File: config.mk
export PLATFORM = sky130hd
export DESIGN_NAME = sapd_decoder
export DESIGN_NICKNAME = d
export VERILOG_FILES = /design/src/pkg/sapd_pkg.sv /design/src/logic/sapd_decoder.sv
export SDC_FILE = /design/constraint.sdc
export NUM_CORES = 1
export LEC_CHECK = 0
export CORE_MARGIN = 2
export CORE_UTILIZATION = 58
export DETAILED_ROUTE_END_ITERATION = 8
export DONT_BUFFER_PORTS = 1
export PLACE_DENSITY = 0.82
export SLEW_MARGIN = 0
export SYNTH_ARGS = -nofsm -noshare
export SYNTH_HDL_FRONTEND = slang
export SYNTH_SLANG_ARGS = --single-unit
export TNS_END_PERCENT = 30
File: constraint.sdc
create_clock -name hclk -period 2.33 [get_ports hclk]
set_input_delay 0.233 -clock hclk [delete_from_list [all_inputs] [get_ports hclk]]
set_output_delay 0.233 -clock hclk [all_outputs]
set_load 0.05 [all_outputs]
File: src/pkg/sapd_pkg.sv
// constants and types for the slot access policy decoder
package sapd_pkg;
  localparam int unsigned NUM_SLOTS = 16;
  localparam int unsigned SLOT_W = 4;
  localparam int unsigned POL_W = 16;
  // slot policy table base, one aligned word per slot
  localparam logic [11:0] POLICY_BASE = 12'h014;
  localparam logic [11:0] POLICY_LAST = 12'h050;
  // lock register, bits 7:0 zone lock byte, bits 15:8 config lock byte
  localparam logic [11:0] LOCK_ADDR = 12'h060;
  // last decision status
  localparam logic [11:0] STATUS_ADDR = 12'h064;
  localparam logic [7:0] UNLOCKED_VAL = 8'h55;
  localparam logic [7:0] LOCK_RESET = 8'h55;
  localparam logic [15:0] POLICY_RESET = 16'h0000;
  // field positions in a policy word
  localparam int unsigned RKEY_LSB = 0;
  localparam int unsigned VERIFY_BIT = 4;
  localparam int unsigned LIMITED_BIT = 5;
  localparam int unsigned CIPHER_BIT = 6;
  localparam int unsigned CONF_BIT = 7;
  localparam int unsigned WKEY_LSB = 8;
  localparam int unsigned MOD_LSB = 12;
  localparam logic [3:0] LIMIT_LO_SLOT = 4'h8;
  localparam logic [3:0] LIMIT_HI_SLOT = 4'he;
  localparam logic [31:0] AHB_OKAY = 32'h0000_0000;
  typedef enum logic [2:0] {
    SAPD_CMD_READ,
    SAPD_CMD_WRITE,
    SAPD_CMD_DERIVE,
    SAPD_CMD_MAC,
    SAPD_CMD_DIGEST,
    SAPD_CMD_OTHER
  } sapd_cmd_e;
endpackage

File: src/logic/sapd_decoder.sv
// slot access policy decoder with ahb-lite register slave
// Overview of operation
// - unlocked data zone: writes allowed, reads refused
// - one policy word per slot, applied
// - bits 0-3 read key; zero allows mac copy
// - verify bit limits key to mac compare
// - limited-use bit ignored for slots 8-14
// - cipher bit: encrypted read, no mac
// - confidential: no clear reads, no 4-byte access
// - bits 8-11 select write auth key
// - both bits clear: clear reads 4/32
// - confidential only: reads refused, key usable
// - both set: encrypt with read key slot
// - code 000x: clear writes allowed
// - code 001x or 10xx: writes refused
// - bit 14: mac and encrypted, no 4-byte
// - derive refused when bit 13 clear
// - bit 12 picks target or parent source
// - bit 15 demands derive authorizing mac
// - write and derive decoded independently
// - zone unlocked only when lock byte 0x55
// - config unlocked: data access refused
`timescale 1ns/100ps
`default_nettype none
module sapd_decoder
  import sapd_pkg::*;
(
  input wire logic hclk,
  input wire logic hresetn,
  input wire logic hsel,
  input wire logic [31:0] haddr,
  input wire logic [1:0] htrans,
  input wire logic hwrite,
  input wire logic [2:0] hsize,
  input wire logic [31:0] hwdata,
  input wire logic hready,
  output logic [31:0] hrdata,
  output logic hreadyout,
  output logic hresp,
  input wire logic req_valid,
  input wire logic [2:0] req_cmd,
  input wire logic req_short,
  input wire logic [3:0] req_slot,
  input wire logic req_digest_for_mac,
  output logic dec_valid_q,
  output logic dec_permit_q,
  output logic dec_deny_q,
  output logic dec_encrypt_q,
  output logic dec_need_mac_q,
  output logic dec_limited_q,
  output logic dec_copy_ok_q,
  output logic [3:0] dec_key_slot_q
);
  logic [POL_W-1:0] policy_q [NUM_SLOTS];
  logic [7:0] zone_lock_q;
  logic [7:0] cfg_lock_q;
  logic ap_wr_q;
  logic [11:0] ap_addr_q;
  logic [POL_W-1:0] pol;
  logic zone_unl;
  logic cfg_unl;
  logic conf;
  logic ciph;
  logic [3:0] mode;
  logic permit_d;
  logic encrypt_d;
  logic need_mac_d;
  logic [3:0] key_d;
  logic limited_d;
  logic copy_d;
  logic ap_take;
  logic [31:0] rd_d;

  assign ap_take = hsel & hready & htrans[1];

  // address phase capture; slave never inserts wait states
  always_ff @(posedge hclk or negedge hresetn)
  begin
    if (!hresetn)
    begin
      ap_wr_q <= 1'b0;
      ap_addr_q <= 12'h000;
    end
    else
    begin
      ap_wr_q <= ap_take & hwrite;
      ap_addr_q <= haddr[11:0];
    end
  end

  always_ff @(posedge hclk or negedge hresetn)
  begin
    if (!hresetn)
    begin
      hreadyout <= 1'b1;
      hresp <= 1'b0;
    end
    else
    begin
      hreadyout <= 1'b1;
      hresp <= AHB_OKAY[0];
    end
  end

  // policy table, one word per slot
  for (genvar i = 0; i < NUM_SLOTS; i++)
  begin : g_pol
    localparam logic [11:0] SLOT_ADDR = 12'(POLICY_BASE + 12'(4 * i));
    always_ff @(posedge hclk or negedge hresetn)
    begin
      if (!hresetn)
        policy_q[i] <= POLICY_RESET;
      else if (ap_wr_q && ap_addr_q == SLOT_ADDR)
        policy_q[i] <= hwdata[POL_W-1:0];
    end
  end

  // lock bytes; locking is one-way, a locked byte cannot be unlocked again
  always_ff @(posedge hclk or negedge hresetn)
  begin
    if (!hresetn)
    begin
      zone_lock_q <= LOCK_RESET;
      cfg_lock_q <= LOCK_RESET;
    end
    else if (ap_wr_q && ap_addr_q == LOCK_ADDR)
    begin
      if (zone_lock_q == UNLOCKED_VAL)
        zone_lock_q <= hwdata[7:0];
      if (cfg_lock_q == UNLOCKED_VAL)
        cfg_lock_q <= hwdata[15:8];
    end
  end

  // read mux decoded in the address phase so hrdata stands from a flop in the data phase
  always_comb
  begin
    rd_d = 32'h0000_0000;
    if (haddr[11:0] >= POLICY_BASE && haddr[11:0] <= POLICY_LAST && haddr[1:0] == 2'b00)
      rd_d = {16'h0000, policy_q[4'((haddr[11:0] - POLICY_BASE) >> 2)]};
    else if (haddr[11:0] == LOCK_ADDR)
      rd_d = {16'h0000, cfg_lock_q, zone_lock_q};
    else if (haddr[11:0] == STATUS_ADDR)
      rd_d = {24'h000000, dec_key_slot_q, dec_encrypt_q, dec_need_mac_q, dec_deny_q,
              dec_permit_q};
  end

  always_ff @(posedge hclk or negedge hresetn)
  begin
    if (!hresetn)
      hrdata <= 32'h0000_0000;
    else if (ap_take && !hwrite)
      hrdata <= rd_d;
  end

  // policy decode
  assign pol = policy_q[req_slot];
  assign zone_unl = (zone_lock_q == UNLOCKED_VAL);
  assign cfg_unl = (cfg_lock_q == UNLOCKED_VAL);
  assign conf = pol[CONF_BIT];
  assign ciph = pol[CIPHER_BIT];
  assign mode = pol[MOD_LSB +: 4];

  always_comb
  begin
    permit_d = 1'b0;
    encrypt_d = 1'b0;
    need_mac_d = 1'b0;
    key_d = req_slot;
    limited_d = 1'b0;
    copy_d = 1'b0;
    // verify-restricted keys are not gated for read/write data access
    case (sapd_cmd_e'(req_cmd))
      SAPD_CMD_READ:
      begin
        key_d = pol[RKEY_LSB +: 4];
        if (cfg_unl)
          permit_d = 1'b0;
        else if (zone_unl)
          permit_d = 1'b0;
        else if (!conf && !ciph)
          permit_d = 1'b1;
        else if (conf && !ciph)
          permit_d = 1'b0;
        else if (conf && ciph)
        begin
          // cipher without confidential is refused: no protection given
          permit_d = !req_short;
          encrypt_d = 1'b1;
        end
      end
      SAPD_CMD_WRITE:
      begin
        key_d = pol[WKEY_LSB +: 4];
        if (cfg_unl)
          permit_d = 1'b0;
        else if (zone_unl)
          permit_d = 1'b1;
        else if (mode[2])
        begin
          permit_d = !req_short && !(conf && req_short);
          encrypt_d = 1'b1;
          need_mac_d = 1'b1;
        end
        else if (mode[3] || mode[1])
          permit_d = 1'b0;
        else
          permit_d = !(conf && req_short);
      end
      SAPD_CMD_DERIVE:
      begin
        // decoded on its own, independent of the write decode
        if (cfg_unl || zone_unl)
          permit_d = 1'b0;
        else if (!mode[1])
          permit_d = 1'b0;
        else
        begin
          permit_d = 1'b1;
          key_d = mode[0] ? pol[WKEY_LSB +: 4] : req_slot;
          need_mac_d = mode[3];
        end
      end
      SAPD_CMD_MAC:
      begin
        permit_d = 1'b1;
        copy_d = (pol[RKEY_LSB +: 4] == 4'h0);
      end
      SAPD_CMD_DIGEST:
        permit_d = !pol[VERIFY_BIT] || req_digest_for_mac;
      default:
        permit_d = !pol[VERIFY_BIT];
    endcase
    limited_d = pol[LIMITED_BIT] &&
                !(req_slot >= LIMIT_LO_SLOT && req_slot <= LIMIT_HI_SLOT);
  end

  // registered decision, one pulse per request
  always_ff @(posedge hclk or negedge hresetn)
  begin
    if (!hresetn)
    begin
      dec_valid_q <= 1'b0;
      dec_permit_q <= 1'b0;
      dec_deny_q <= 1'b0;
      dec_encrypt_q <= 1'b0;
      dec_need_mac_q <= 1'b0;
      dec_limited_q <= 1'b0;
      dec_copy_ok_q <= 1'b0;
      dec_key_slot_q <= 4'h0;
    end
    else
    begin
      dec_valid_q <= req_valid;
      dec_permit_q <= req_valid & permit_d;
      dec_deny_q <= req_valid & !permit_d;
      if (req_valid)
      begin
        dec_encrypt_q <= encrypt_d & permit_d;
        dec_need_mac_q <= need_mac_d & permit_d;
        dec_limited_q <= limited_d;
        dec_copy_ok_q <= copy_d;
        dec_key_slot_q <= key_d;
      end
    end
  end

  unlocked_read_a: assert property (@(posedge hclk) disable iff (!hresetn)
    req_valid && req_cmd == 3'(SAPD_CMD_READ) && zone_unl |=> dec_deny_q)
    else $error("read permitted while zone unlocked");
  unlocked_write_a: assert property (@(posedge hclk) disable iff (!hresetn)
    req_valid && req_cmd == 3'(SAPD_CMD_WRITE) && zone_unl && !cfg_unl |=> dec_permit_q)
    else $error("write refused while zone unlocked");
  cfg_unlock_a: assert property (@(posedge hclk) disable iff (!hresetn)
    req_valid && cfg_unl && req_cmd inside {3'(SAPD_CMD_READ), 3'(SAPD_CMD_WRITE)}
    |=> dec_deny_q)
    else $error("data access before config lock");
  conf_read_a: assert property (@(posedge hclk) disable iff (!hresetn)
    req_valid && req_cmd == 3'(SAPD_CMD_READ) && conf && !ciph |=> dec_deny_q)
    else $error("confidential read permitted");
  short_conf_a: assert property (@(posedge hclk) disable iff (!hresetn)
    req_valid && !zone_unl && conf && req_short &&
    req_cmd inside {3'(SAPD_CMD_READ), 3'(SAPD_CMD_WRITE)} |=> dec_deny_q)
    else $error("short access to confidential slot");
  never_write_a: assert property (@(posedge hclk) disable iff (!hresetn)
    req_valid && req_cmd == 3'(SAPD_CMD_WRITE) && !zone_unl && !mode[2] &&
    (mode[3] || mode[1]) |=> dec_deny_q)
    else $error("write permitted on never slot");
  derive_bit13_a: assert property (@(posedge hclk) disable iff (!hresetn)
    req_valid && req_cmd == 3'(SAPD_CMD_DERIVE) && !mode[1] |=> dec_deny_q)
    else $error("derive on non-target slot");
  derive_src_a: assert property (@(posedge hclk) disable iff (!hresetn)
    req_valid && req_cmd == 3'(SAPD_CMD_DERIVE) && mode[1] && !zone_unl && !cfg_unl
    |=> dec_key_slot_q == (mode[0] ? $past(pol[WKEY_LSB +: 4]) : $past(req_slot))
        && dec_need_mac_q == $past(mode[3]))
    else $error("derive source or mac wrong");
  limited_a: assert property (@(posedge hclk) disable iff (!hresetn)
    req_valid && req_slot >= LIMIT_LO_SLOT && req_slot <= LIMIT_HI_SLOT
    |=> !dec_limited_q)
    else $error("limited flag in slots 8-14");
  deny_excl_a: assert property (@(posedge hclk) disable iff (!hresetn)
    1'b1 |-> ((dec_permit_q || dec_deny_q) == dec_valid_q) && !(dec_permit_q && dec_deny_q))
    else $error("deny not one per request");

  read_ok_c: cover property (@(posedge hclk) disable iff (!hresetn)
    dec_permit_q && dec_encrypt_q && !dec_need_mac_q);
  write_mac_c: cover property (@(posedge hclk) disable iff (!hresetn)
    dec_permit_q && dec_need_mac_q);
  deny_c: cover property (@(posedge hclk) disable iff (!hresetn) dec_deny_q ##1 dec_permit_q);
endmodule
`default_nettype wire

==> metrics.md <==
| Metric | Value |
|---|---|
| Status | `finished with violations` |
| Failing checks | `negative hold slack, negative setup slack` |
| Crit path max fanout | `10` |
| Area occupied by multi-input gates | `approximately 8400 µm²` |
| Power Total | `about 12 mW` |
| Largest net degree at the start of global routing | `around 310` |
| Compound-cell area share of the yosys netlist | `around 4.7%` |
| Seq. cell area | `slightly below 8000 µm²` |
| Die H | `170.8 µm` |
| Synth warn | `0` |
| CTS tree | `built` |
| DIE AREA | `29180 µm²` |
| CTS clk-pin slew, worst paths | `~70 ps` |
| P_leak | `8.381 nW` |
| Buffers added on ports | `0` |
| Post-route minimum period | `roughly 2600 ps` |
| Vias post-DR | `10853` |
| Synth unique cells | `55` |
| Unrepaired setup endpoints after global routing | `true` |
| WHS | `-608.2 ps` |
| CTS HTree Levels | `1` |
| Ports | `129` |
| Worst Setup Slack, final | `-228.1 ps` |
| PwrDens | `slightly above 600 nW/µm²` |
| WL final | `about 44000 µm` |
| Achievable clock frequency | `0.3909 GHz` |
| Cell row count | `61` |
| Post-Synth Adder-Cell Area | `0.2326%` |
| Grt total ovfl | `0` |
| VDD IR max | `0.5815 mV` |
| Max stage delay cell, worst path | `or4b_4` |
| Root Buffer | `clkbuf_16` |
| Vias per Instance | `6.975` |
| Final Non-Filler Cells | `around 1600` |
| Post-synthesis sequential area ratio | `48.44%` |
| Filler cells | `approximately 1700` |
| Worst hold path class | `input pin to asynchronous set/reset pin` |
| DR pass1 iterations | `8` |
| Post-Place Setup Slack | `-193.1 ps` |
| Int Pwr | `8.997 mW` |
| DR WL/cell | `around 28 µm` |
| Critical path class | `flip-flop to flip-flop` |
| Syn_area_per_cell | `about 15 µm²` |
| Layout cells sized above 1 | `a little under half` |
| Max clock buf depth | `3` |
| Placed insts | `between 1000 and 1500` |
| Post-DP HPWL | `26400 µm` |
| Xor/xnor share of the synthesized area | `less than 1%` |
| Final Skew | `around 11 ps` |
| Worst setup SP type | `flip-flop` |
| Clk sinks | `roughly 310` |
| Crit path cell chain | `or4b_4 > nor4_4 > buf_4 > nand3_1 > nor2_2 > buf_4 > mux2_2` |
| Final slew viol count | `0` |
| Die width | `170.8 µm` |
| Placer congestion estimate | `just over 0.9` |
| Critical path arrival | `approximately 3000 ps` |
| Syn Std Cell Area | `between 15000 and 20000 µm²` |
| Crit path launch | `ap_addr_q[8]` |
| Reg power frac | `48.0%` |
| Final setup viols | `roughly 130` |
| Worst path most repeated cell | `buf_4` |
| Largest family of logic cells by synthesized area | `multiplexers` |
| Nets@finish | `between 1000 and 1500` |
| Global-route wire length before repair | `~66000 µm` |
| Slew @ Worst Pin | `969.5 ps` |
| Synth Area in Simple Gates | `4.706%` |
| Synth-to-layout area growth | `17.39%` |
| Number of synthesized flops with an enable pin | `0` |
| Worst slew margin | `between 30 and 40%` |
| Max_cap viols | `0` |
| R2r startpoint | `ap_addr_q[8]` |
| Post-synth ARST share | `100.0%` |
| Final Cycle Share | `109.8%` |
| CP endpoint kind | `flip-flop` |
| Switch share | `between 20% and 30%` |
| 1st-iter DRT viols | `about 1500` |
| CP max stage delay | `between 500 and 600 ps` |
| Cells after Synth | `roughly 1100` |
| Core area | `around 28000 µm²` |
| Combinational power share | `under 10%` |
| Clock network power share | `approximately 44%` |
| DRC | `0` |
| Final ANT Viol Nets | `0` |
| Worst-skew pair later-pin latency | `between 500 and 600 ps` |
| Clock buffer count from CTS | `31` |
| Switching power | `between 2 and 3 mW` |
| #FFs+latches synth | `roughly 310` |
| Total GRT Usage | `roughly 30%` |
| Multiplexer share of the synthesized area | `around two fifths` |
| Post-synth top flop | `dfrtp_1` |
| Final Hold Fails | `312` |
| Starting Density | `around three fifths` |
| Req. time, crit path | `~2800 ps` |
| Vias in the first global route | `around 11000` |
| Initial antenna violation count | `4` |
## registers in the layout (all words and copies together), names as in the netlist
name            cells
dec_key_slot_q      4
policy_q          256
ap_wr_q             1
dec_copy_ok_q       1
zone_lock_q         8
dec_deny_q          1
dec_valid_q         1
dec_limited_q       1
dec_need_mac_q      1
ap_addr_q          12
dec_permit_q        1
hrdata             16
dec_encrypt_q       1
cfg_lock_q          8
## kinds of logic (layout without fill, tap and decap cells)
| group | count (synthesis) | count (layout) |
|---|---|---|
| buffers and inverters | 107 | 164 |
| other | 2 | 22 |
| AO/OA/AOI/OAI | 109 | 109 |
| adder cells (fa/ha/maj) | 3 | 3 |
| multiplexers | 419 | 419 |
| AND/OR/NAND/NOR | 146 | 146 |
| flip-flops | 312 | 312 |
| XOR/XNOR | 3 | 3 |
## cell usage in the layout (no fill, tap or decap), types with 5 or more instances in the layout
| cell | count |
|---|---|
| dfrtp_1 | 304 |
| mux2_2 | 165 |
| mux4_2 | 135 |
| mux2_4 | 95 |
| nand2_1 | 51 |
| buf_4 | 40 |
| dlygate4sd3_1 | 35 |
| clkbuf_16 | 31 |
| mux2i_1 | 24 |
| nor2_1 | 20 |
| a21oi_1 | 20 |
| o21ai_0 | 20 |
| buf_12 | 20 |
| conb_1 | 18 |
| clkbuf_8 | 14 |
| and2_1 | 12 |
| nor2_4 | 11 |
| nor2b_1 | 9 |
| a21o_1 | 9 |
| a32oi_1 | 8 |
| a222oi_1 | 8 |
| dfstp_2 | 8 |
| inv_1 | 7 |
| a211oi_1 | 7 |
| a22oi_1 | 5 |
| clkbuf_1 | 5 |
| buf_6 | 5 |
## layer usage
| metal | wire length (µm) | GRT usage [%] |
|---|---|---|
| met1 | 17090 | 40.83 |
| met2 | 20330 | 46.89 |
| met3 | 4845 | 7.541 |
| met4 | 1734 | 13.30 |
| met5 | 13 | 0 |
## power by group through the flow
stage	Clock (mW)	Combinational, mW	Sequential (mW)
2_1_floorplan	0	0.688	5.69
3_3_place_gp	0	0.725	5.70
3_5_place_dp	0	0.739	5.71
4_1_cts	5.22	0.861	5.61
5_1_grt	5.44	0.945	5.62
6_report	5.17	0.904	5.61
## stage by stage
stage	setup TNS, ps	utilization [%]	instance area, µm²
after floorplan	-1389	-	16270
after global placement	-7593	61.55	16960
after detailed placement	-11720	61.55	16960
after CTS	-10560	66.98	18450
after global routing	-28840	68.74	18940
final	-15490	68.76	18950
## path summary, 6_finish.rpt
check / to / slack, ps / cells past startpoint
max in group asynchronous: policy_q[210] / 2160 / 0
worst min register to register: cfg_lock_q[0] / 480 / 1
min in group hclk: dec_key_slot_q[1] / 20 / 3
worst max-delay path: policy_q[150] / -230 / 7
worst max register to register: policy_q[150] / -230 / 7
worst min-delay path: policy_q[81] / -610 / 0
## repair_timing
action / CTS / global route
hold buffers: 34 / 1
resized for setup: 16 / 123
cloned: 0 / 0
endpoints found under the setup margin: 237 / 258
pin swaps: 0 / 6
hold endpoints to repair: 608 / 313
buffers inserted: 3 / 1
## synthesized netlist by cell type (4+ instances only)
cell type | instances | area share, %
a32oi_1 | 9 | 0.49
a21oi_1 | 20 | 0.62
buf_2 | 21 | 0.65
nand2_1 | 55 | 1.3
clkbuf_1 | 43 | 1.0
o31a_1 | 4 | 0.22
inv_1 | 7 | 0.16
o2bb2ai_1 | 4 | 0.22
mux2i_1 | 24 | 1.5
o21ai_0 | 23 | 0.71
nor2b_1 | 9 | 0.35
dfrtp_1 | 304 | 47
a21o_1 | 9 | 0.42
a222oi_1 | 8 | 0.50
a22oi_1 | 8 | 0.37
nor4bb_1 | 5 | 0.31
and2_1 | 12 | 0.47
a211oi_1 | 8 | 0.37
nand3b_1 | 4 | 0.19
mux2_2 | 260 | 18
nor2_1 | 34 | 0.79
mux4_2 | 135 | 19
buf_1 | 12 | 0.28
buf_4 | 23 | 1.1
dfstp_2 | 8 | 1.3
## area by class of cell
class                      instances  area share [%]
inverter                           7          0.1387
timing repair buffer             101           5.924
sequential                       312           41.26
tap                              378           2.496
clock inverter                     6          0.4227
antenna                            4         0.05283
clock buffer                      50           5.211
multi-input combinational        698           44.49
## worst max-delay path: cells and delay by family, from the launching register on
family	cells	cell delay, ps
buffers and inverters	2	440
DFF	1	370
muxes	1	360
and+or+nand+nor	4	1260
No activity file was read; power rests on OpenSTA's default activity.
